### src/sar_pkg.sv
package sar_pkg;

	localparam int CODE_W = 16;
	localparam int CNT_W = 4;
	localparam int FIFO_DEPTH = 4;
	localparam int SYNC_W = 6;

	// clock period and conversion time bounds
	localparam int CLK_PERIOD_PS = 25000;
	localparam int T_CONV_MIN_NS = 1000;
	localparam int T_CONV_MAX_NS = 1500;
	localparam int CONV_MIN_CYC = (T_CONV_MIN_NS * 1000 + CLK_PERIOD_PS - 1) / CLK_PERIOD_PS;
	localparam int CONV_MAX_CYC = (T_CONV_MAX_NS * 1000) / CLK_PERIOD_PS;
	localparam int BIT_CYC = (CONV_MIN_CYC + CODE_W - 1) / CODE_W;
	localparam logic [1:0] STEP_LAST = 2'(BIT_CYC - 1);

	// positions inside the synchroniser bundle
	localparam int SYN_CNV = 0;
	localparam int SYN_SCK = 1;
	localparam int SYN_CHAIN = 2;
	localparam int SYN_EN_IN = 3;
	localparam int SYN_COMP_SEL = 4;
	localparam int SYN_CMP = 5;

	localparam logic [CNT_W-1:0] MSB_IDX = 4'hf;
	localparam logic [CNT_W-1:0] LAST_SHIFT = 4'hf;
	localparam logic [CNT_W-1:0] CNT_RESET = 4'h0;
	localparam logic [CODE_W-1:0] CODE_RESET = 16'h0000;
	localparam logic [CODE_W-1:0] MID_SCALE = 16'h8000;
	localparam logic [CODE_W+1:0] POS_LIMIT = 18'h07fff;
	localparam logic [CODE_W+1:0] NEG_LIMIT = 18'h38000;
	localparam int COMP_SHIFT = 2;

	typedef enum logic [1:0] {st_idle, st_trial, st_push, st_load} conv_state_e;

endpackage

### src/pin_sync.sv
`timescale 1ns/10ps
module pin_sync #(
	parameter int WIDTH = 1
) (
	input  wire logic             clk,     // block clock
	input  wire logic             resetn,  // async reset, active low
	input  wire logic [WIDTH-1:0] d_in,    // asynchronous levels
	output logic      [WIDTH-1:0] q_out    // synchronised levels
);

	logic [WIDTH-1:0] meta_reg;
	logic [WIDTH-1:0] sync_reg;

	// the first stage feeds only the second
	always_ff @(posedge clk or negedge resetn)
	begin
		if (!resetn)
		begin
			meta_reg <= '0;
			sync_reg <= '0;
		end
		else
		begin
			meta_reg <= d_in;
			sync_reg <= meta_reg;
		end
	end

	assign q_out = sync_reg;

endmodule

### src/data_fifo.sv
`timescale 1ns/10ps
module data_fifo #(
	parameter int WIDTH = 16,
	parameter int DEPTH = 4
) (
	input  wire logic             clk,        // block clock
	input  wire logic             resetn,     // async reset, active low
	input  wire logic             in_valid,   // write request
	output logic                  in_ready,   // space available
	input  wire logic [WIDTH-1:0] in_data,    // write word
	output logic                  out_valid,  // word available
	input  wire logic             out_ready,  // consumer takes word
	output logic      [WIDTH-1:0] out_data    // head word
);

	localparam int PTR_W = $clog2(DEPTH);

	logic [WIDTH-1:0] mem [DEPTH];
	logic [PTR_W-1:0] wr_ptr_reg;
	logic [PTR_W-1:0] rd_ptr_reg;
	logic [PTR_W:0]   count_reg;
	logic             do_write;
	logic             do_read;

	assign in_ready = (count_reg != (PTR_W+1)'(DEPTH));
	assign out_valid = (count_reg != '0);
	assign do_write = in_valid & in_ready;
	assign do_read = out_valid & out_ready;
	assign out_data = mem[rd_ptr_reg];

	always_ff @(posedge clk)
	begin
		if (do_write)
			mem[wr_ptr_reg] <= in_data;
	end

	// pointers wrap at depth, which need not be a power of two
	always_ff @(posedge clk or negedge resetn)
	begin
		if (!resetn)
		begin
			wr_ptr_reg <= '0;
			rd_ptr_reg <= '0;
			count_reg <= '0;
		end
		else
		begin
			if (do_write)
				wr_ptr_reg <= (wr_ptr_reg == PTR_W'(DEPTH - 1)) ? '0 : wr_ptr_reg + 1'b1;
			if (do_read)
				rd_ptr_reg <= (rd_ptr_reg == PTR_W'(DEPTH - 1)) ? '0 : rd_ptr_reg + 1'b1;
			if (do_write && !do_read)
				count_reg <= count_reg + 1'b1;
			else if (do_read && !do_write)
				count_reg <= count_reg - 1'b1;
		end
	end

endmodule

### src/sar_adc_serial_readout.sv
`timescale 1ns/10ps
module sar_adc_serial_readout (
	input  wire logic                        clk,                 // 40 MHz block clock
	input  wire logic                        resetn,              // async reset, active low
	input  wire logic                        convert_start,       // convert pin, rising edge starts
	input  wire logic                        sck,                 // host shift clock pin
	input  wire logic                        daisy_select,        // high selects chain mode
	input  wire logic                        enable_or_chain_in,  // enable_n or chain data pin
	input  wire logic                        compression_select,  // low enables compression
	input  wire logic                        comparator_in,       // high: input above dac trial
	output logic                             busy,                // conversion in progress
	output logic [sar_pkg::CODE_W-1:0]       dac_code,            // trial code to the cdac
	output logic                             sdo_out,             // serial data output
	output logic                             sdo_oe               // high while sdo is driven
);

	logic [sar_pkg::SYNC_W-1:0] pins_s;
	logic                       cnv_s;
	logic                       sck_s;
	logic                       chain_s;
	logic                       en_in_s;
	logic                       comp_sel_s;
	logic                       cmp_s;
	logic                       cnv_d_reg;
	logic                       sck_d_reg;
	logic                       cnv_rise;
	logic                       sck_rise;

	sar_pkg::conv_state_e       state_reg;
	logic [sar_pkg::CNT_W-1:0]  bit_idx_reg;
	logic [1:0]                 step_reg;
	logic [sar_pkg::CODE_W-1:0] result_reg;
	logic [sar_pkg::CODE_W-1:0] dac_reg;
	logic                       busy_reg;
	logic [sar_pkg::CODE_W-1:0] bit_mask;
	logic [sar_pkg::CODE_W-1:0] kept_code;

	logic                       fifo_in_valid;
	logic                       fifo_in_ready;
	logic [sar_pkg::CODE_W-1:0] fifo_in_data;
	logic                       fifo_out_valid;
	logic                       fifo_out_ready;
	logic [sar_pkg::CODE_W-1:0] fifo_out_data;

	logic [sar_pkg::CODE_W-1:0] shift_reg;
	logic [sar_pkg::CNT_W-1:0]  shift_cnt_reg;
	logic                       shift_empty_reg;
	logic                       oe_reg;
	logic                       shift_enable;

	// raw offset-binary code to the output code, compressed or not
	function automatic logic [sar_pkg::CODE_W-1:0] map_code(
		input logic [sar_pkg::CODE_W-1:0] raw,
		input logic                       compress
	);
		logic [sar_pkg::CODE_W-1:0] twos;
		logic [sar_pkg::CODE_W+1:0] wide;
		logic [sar_pkg::CODE_W+1:0] scaled;
		logic [sar_pkg::CODE_W+1:0] quarter;
		twos = {~raw[sar_pkg::CODE_W-1], raw[sar_pkg::CODE_W-2:0]};
		wide = {{2{twos[sar_pkg::CODE_W-1]}}, twos};
		// the quarter must keep the sign, so the shift runs on a signed operand alone
		quarter = $signed(wide) >>> sar_pkg::COMP_SHIFT;
		scaled = wide + quarter;
		if (!compress)
			map_code = twos;
		else if (!scaled[sar_pkg::CODE_W+1] && scaled > sar_pkg::POS_LIMIT)
			map_code = sar_pkg::POS_LIMIT[sar_pkg::CODE_W-1:0];
		else if (scaled[sar_pkg::CODE_W+1] && scaled < sar_pkg::NEG_LIMIT)
			map_code = sar_pkg::NEG_LIMIT[sar_pkg::CODE_W-1:0];
		else
			map_code = scaled[sar_pkg::CODE_W-1:0];
	endfunction

	// every input but clk and resetn, the shift clock and the comparator included, crosses in two flops
	pin_sync #(
		.WIDTH (sar_pkg::SYNC_W)
	) u_sync (
		.clk    (clk),
		.resetn (resetn),
		.d_in   ({comparator_in, compression_select, enable_or_chain_in,
			daisy_select, sck, convert_start}),
		.q_out  (pins_s)
	);

	assign cnv_s = pins_s[sar_pkg::SYN_CNV];
	assign sck_s = pins_s[sar_pkg::SYN_SCK];
	assign chain_s = pins_s[sar_pkg::SYN_CHAIN];
	assign en_in_s = pins_s[sar_pkg::SYN_EN_IN];
	assign comp_sel_s = pins_s[sar_pkg::SYN_COMP_SEL];
	assign cmp_s = pins_s[sar_pkg::SYN_CMP];

	always_ff @(posedge clk or negedge resetn)
	begin
		if (!resetn)
		begin
			cnv_d_reg <= 1'b0;
			sck_d_reg <= 1'b0;
		end
		else
		begin
			cnv_d_reg <= cnv_s;
			sck_d_reg <= sck_s;
		end
	end

	assign cnv_rise = cnv_s & ~cnv_d_reg;
	assign sck_rise = sck_s & ~sck_d_reg;

	assign bit_mask = sar_pkg::MID_SCALE >> (sar_pkg::MSB_IDX - bit_idx_reg);
	assign kept_code = cmp_s ? dac_reg : (dac_reg & ~bit_mask);

	// conversion sequencer: each bit gets BIT_CYC cycles so the comparator
	// answer has crossed the synchroniser before it is judged
	always_ff @(posedge clk or negedge resetn)
	begin
		if (!resetn)
		begin
			state_reg <= sar_pkg::st_idle;
			bit_idx_reg <= sar_pkg::MSB_IDX;
			step_reg <= 2'h0;
			result_reg <= sar_pkg::CODE_RESET;
			dac_reg <= sar_pkg::CODE_RESET;
			busy_reg <= 1'b0;
		end
		else
		begin
			case (state_reg)
				sar_pkg::st_idle:
				begin
					if (cnv_rise)
					begin
						state_reg <= sar_pkg::st_trial;
						bit_idx_reg <= sar_pkg::MSB_IDX;
						step_reg <= 2'h0;
						dac_reg <= sar_pkg::MID_SCALE;
						busy_reg <= 1'b1;
					end
				end
				sar_pkg::st_trial:
				begin
					if (step_reg != sar_pkg::STEP_LAST)
						step_reg <= step_reg + 2'h1;
					else
					begin
						step_reg <= 2'h0;
						if (bit_idx_reg == sar_pkg::CNT_RESET)
						begin
							result_reg <= map_code(kept_code, ~comp_sel_s);
							dac_reg <= kept_code;
							state_reg <= sar_pkg::st_push;
						end
						else
						begin
							dac_reg <= kept_code | (bit_mask >> 1);
							bit_idx_reg <= bit_idx_reg - 4'h1;
						end
					end
				end
				sar_pkg::st_push:
				begin
					// a full buffer holds the sequencer here
					if (fifo_in_ready)
						state_reg <= sar_pkg::st_load;
				end
				sar_pkg::st_load:
				begin
					if (!fifo_out_valid && !shift_empty_reg)
					begin
						state_reg <= sar_pkg::st_idle;
						busy_reg <= 1'b0;
					end
				end
				default:
				begin
					state_reg <= sar_pkg::st_idle;
					busy_reg <= 1'b0;
				end
			endcase
		end
	end

	assign fifo_in_valid = (state_reg == sar_pkg::st_push);
	assign fifo_in_data = result_reg;
	// while busy the shifter swallows anything queued, so the last word
	// popped before busy falls is always the fresh result
	assign fifo_out_ready = shift_empty_reg | busy_reg;

	data_fifo #(
		.WIDTH (sar_pkg::CODE_W),
		.DEPTH (sar_pkg::FIFO_DEPTH)
	) u_fifo (
		.clk       (clk),
		.resetn    (resetn),
		.in_valid  (fifo_in_valid),
		.in_ready  (fifo_in_ready),
		.in_data   (fifo_in_data),
		.out_valid (fifo_out_valid),
		.out_ready (fifo_out_ready),
		.out_data  (fifo_out_data)
	);

	assign shift_enable = chain_s | ~en_in_s;

	// output shifter; host edges during a conversion are ignored
	always_ff @(posedge clk or negedge resetn)
	begin
		if (!resetn)
		begin
			shift_reg <= sar_pkg::CODE_RESET;
			shift_cnt_reg <= sar_pkg::CNT_RESET;
			shift_empty_reg <= 1'b1;
		end
		else if (fifo_out_valid && fifo_out_ready)
		begin
			shift_reg <= fifo_out_data;
			shift_cnt_reg <= sar_pkg::CNT_RESET;
			shift_empty_reg <= 1'b0;
		end
		else if (cnv_rise && state_reg == sar_pkg::st_idle)
			shift_empty_reg <= 1'b1;
		else if (sck_rise && shift_enable && !busy_reg)
		begin
			shift_reg <= {shift_reg[sar_pkg::CODE_W-2:0], chain_s & en_in_s};
			shift_cnt_reg <= shift_cnt_reg + 4'h1;
			// chain mode keeps the shifter as a pass-through of upstream data
			if (!chain_s && shift_cnt_reg == sar_pkg::LAST_SHIFT)
				shift_empty_reg <= 1'b1;
		end
	end

	always_ff @(posedge clk or negedge resetn)
	begin
		if (!resetn)
			oe_reg <= 1'b0;
		else
			oe_reg <= shift_enable;
	end

	assign sdo_out = shift_reg[sar_pkg::CODE_W-1];
	assign sdo_oe = oe_reg;
	assign busy = busy_reg;
	assign dac_code = dac_reg;

endmodule

### config.mk
export PLATFORM = sky130hd
export DESIGN_NAME = sar_adc_serial_readout
export DESIGN_NICKNAME = d
export VERILOG_FILES = /design/src/sar_pkg.sv /design/src/pin_sync.sv /design/src/data_fifo.sv /design/src/sar_adc_serial_readout.sv
export SDC_FILE = /design/constraint.sdc
export NUM_CORES = 1
export LEC_CHECK = 0
export ABC_AREA = 1
export ABC_CLOCK_PERIOD_IN_PS = 2800
export BUFFER_PORTS_ARGS = -buffer_cell sky130_fd_sc_hd__buf_2
export CAP_MARGIN = 10
export CORE_MARGIN = 2
export CORE_UTILIZATION = 56
export CTS_CLUSTER_DIAMETER = 200
export DETAILED_ROUTE_END_ITERATION = 16
export GPL_TIMING_DRIVEN = 0
export MAX_ROUTING_LAYER = met4
export PLACE_DENSITY = 0.87
export SYNTH_ARGS = -nofsm -noshare
export SYNTH_HDL_FRONTEND = slang
export SYNTH_SLANG_ARGS = --single-unit
### constraint.sdc
create_clock -name clk -period 2.8 [get_ports clk]
set_clock_uncertainty 0.05 [all_clocks]
set_input_delay 0.56 -clock clk [delete_from_list [all_inputs] [get_ports clk]]
set_output_delay 0.56 -clock clk [all_outputs]
set_load 0.03 [all_outputs]
==> reports/results.ini <==
[synth]
synthArstFlopShare = 0.5676
synth_top_family_by_area = simple AND/OR/NAND/NOR gates
ys_seq_area_frac = 0.5409
avgSynthCellArea_um2 = 9.120
synth_nets = 855
synth_compound_area_frac = 0.1320
synth-edff-count = 64
synthSimpleGateAreaFrac = 0.2017
synth_top_area_frac = 0.2653
synth-xor-area-share = 0.009404
synth.distinct_cells = 49
ys_warn_count = 0
ys_ff_latch = 148
synthTopCellsByArea = dfrtp_1 (27%), edfxtp_1 (26%), nand2_1 (11%)
synthAdderAreaFrac = 0.05139
synthCells = 817
ys.flop_type = dfrtp_1
synth_area_leader_cell = dfrtp_1
synth_mux_area_frac = 0
syn_area_um2 = 7451

[worst_setup_path]
r2r_start = bit_idx_reg[0]
required_ps = 3070
worstPathMaxFanout = 4
ff2ff_setup_slack_ps = -260
crit_type = flop to flop
timing.rr.end = fifo_in_data[14]
cp_data_arrival_time_ps = 3340
crit_chain = buf_4 > ha_4 > inv_1 > nor2_2 > nand2_1 > inv_2 > a21oi_4 > ha_4 > buf_4 > a21oi_1 > o31ai_1 > a21oi_1 > nand3_1 > nand3_1 > nand2_2 > nand2_2 > nand2_1
reg2reg_depth = 17
cp-start-kind = flop
path_delay_family = compound AO/OA/AOI/OAI gates
crit_slowest_cell = dfstp_2
cp.buffers_inverters = 4
slowest_delay_ps = 590
cp-end-kind = flop

[place]
io_buffers = 26
place_ws_ps = -429.3
globalplace.congestion = 0.9469
place_area_um2 = 7883
dpl.hpwl_mm = 11.86

[sta]
slew_headroom = 0.3637
slew_violations = 0
rsz0062_at_grt = true
min_period_ps = 3064
clock.fmax_mhz = 326.4
worst_pin_slew_ps = 950.9
finalSetupViolCount = 15
period_share = 1.094
hold_viol = 0
setup_ws_ps = -263.9

[floorplanning]
die_area_um2 = 14240
chipWidth_um = 119.4
initial_utilization = 0.5671
core_um2 = 13140
die_h_um = 119.4
std_cell_rows = 42
pin_count = 27

[clocking]
cts_buffers = 17
clk_pin_slew_ps = 60
clockRootBuffer = clkbuf_16
clock_latency_ps = 430
cts_tree = yes
clkSinkCount = 148
clock_path_buffers = 2
cts_max_level = 4

[grt]
grt_pass1_wl_mm = 30.30
antenna_found_initial = 0
grt_pass1_vias = 6457
grt_overflow = 0
track_usage = 0.2818
grt_max_degree = 64

[cells_and_area]
n_antenna_cell = 0
fin_area_um2 = 9186
top_register = u_fifo.mem
area_growth_pct = 23.29
largest_reg_flops = 64
fin_util = 0.6992
final_layout_size_suffix_gt1_frac = 0.2194
nets = 941
final_common_cell = nand2_1
n_fill_cell = 848
final_cell_mix = nand2_1 (185), inv_1 (85), dfrtp_1 (79), edfxtp_1 (64), nor2_1 (58)

[power_and_ir_drop]
irDropWorstVdd_mv = 0.9433
p_leak_nw = 4.043
pwr_density_cell_nw_per_um2 = 905.8
p_total_mw = 8.321

[hold_path]
hold_end = u_sync.meta_reg[4]
hp-start = compression_select
min_path_type = input port to flop
min_path_cells = 1

[routing]
drt_first_pass_iters = 9
ant_nets = 0
drc_errors = 0
wl_per_cell_um = 18.73
vias_per_cell = 6.078
drt-initial-drc-count = 644
vias = 6637
finalWirelength_mm = 20.46

[outcome]
status = complete, but fails checks
violations = negative setup slack

[job]
drv_cap = 0

[cells in the mapped netlist (4+ instances only)]
cell type and n:
o22ai_1 13, nand3_1 41, nand2_1 210, ha_1 29, edfxtp_1 64, nand4_1 8, inv_1 89, nand2_2 6
nor2_1 66, a21oi_2 5, dfstp_2 5, o221ai_1 9, a21oi_1 64, clkbuf_1 15, xor2_1 7, a221o_1 13
nor3_1 5, dfrtp_1 79, buf_6 4, o21ai_0 32, nor2_2 10
[through the flow]
stage	hold WS [ps]	TNS, ps	instances
after floorplan	214.4	0	817
after global placement	282.7	-6528	1019
after detailed placement	288.7	-6126	1024
after CTS	179.1	-835.6	1085
after global routing	172.4	-4895	1092
final	181.8	-3274	1092
[where the power goes]
| part | total (mW) | internal (mW) | switching, mW |
|---|---|---|---|
| combinational | 3.08 | 1.06 | 2.02 |
| sequential | 2.97 | 2.74 | 0.235 |
| clock | 2.27 | 1.40 | 0.872 |
[worst max path at each step]
stage / startpoint / to / depth (start not counted)
2_1_floorplan: bit_idx_reg[0] / fifo_in_data[14] / 15
3_3_place_gp: bit_idx_reg[0] / fifo_in_data[14] / 15
3_5_place_dp: bit_idx_reg[0] / fifo_in_data[14] / 15
4_1_cts: bit_idx_reg[1] / fifo_in_data[14] / 16
5_1_grt: bit_idx_reg[1] / fifo_in_data[14] / 18
6_report: bit_idx_reg[0] / fifo_in_data[14] / 17
[routing by layer]
metal  track usage  routed length, um  vias to the layer above
met5             -                  0                        -
met4        0.1662               1351                        0
met3       0.07088               1561                      145
met2        0.4551              10040                      423
met1        0.3188               7501                     3130
li1              -                  -                     2939
[cell type report]
class / instances / area, um^2 / share of cell area
Timing Repair Buffer: 68 / 508.0 / 0.05530
Clock inverter: 9 / 131.4 / 0.01430
Multi-Input combinational cell: 550 / 3359 / 0.3657
Sequential cell: 148 / 4030 / 0.4387
Inverter: 95 / 364.1 / 0.03963
Buffer: 23 / 125.1 / 0.01362
Tap cell: 176 / 220.2 / 0.02397
Clock buffer: 23 / 447.9 / 0.04876
[repair_timing]
item | CTS | global route
setup buffers | 27 | 7
pin swaps | 21 | 20
endpoints found under the setup margin | 17 | 27
gates resized for setup | 56 | 52
hold buffers | 1 | 0
hold endpoints to repair | 21 | 0
cloned | 1 | 1
[worst reg2reg max path: cells and delay by family (launching register included)]
| family | cells | cell delay (ps) |
|---|---|---|
| AOI/OAI and AO/OA | 4 | 780 |
| and+or+nand+nor | 7 | 690 |
| DFF | 1 | 590 |
| buffers and inverters | 4 | 460 |
| adders and majority gates | 2 | 420 |
[kinds of logic (layout without fill, tap and decap cells)]
kind of cell | count (synthesis) | after routing
AO/OA/AOI/OAI | 156 | 156
XOR/XNOR | 8 | 8
adder cells (fa/ha/maj) | 30 | 30
buffers and inverters | 119 | 218
flip-flops | 148 | 148
AND/OR/NAND/NOR | 356 | 356
Power figures use the tool's default switching activity.
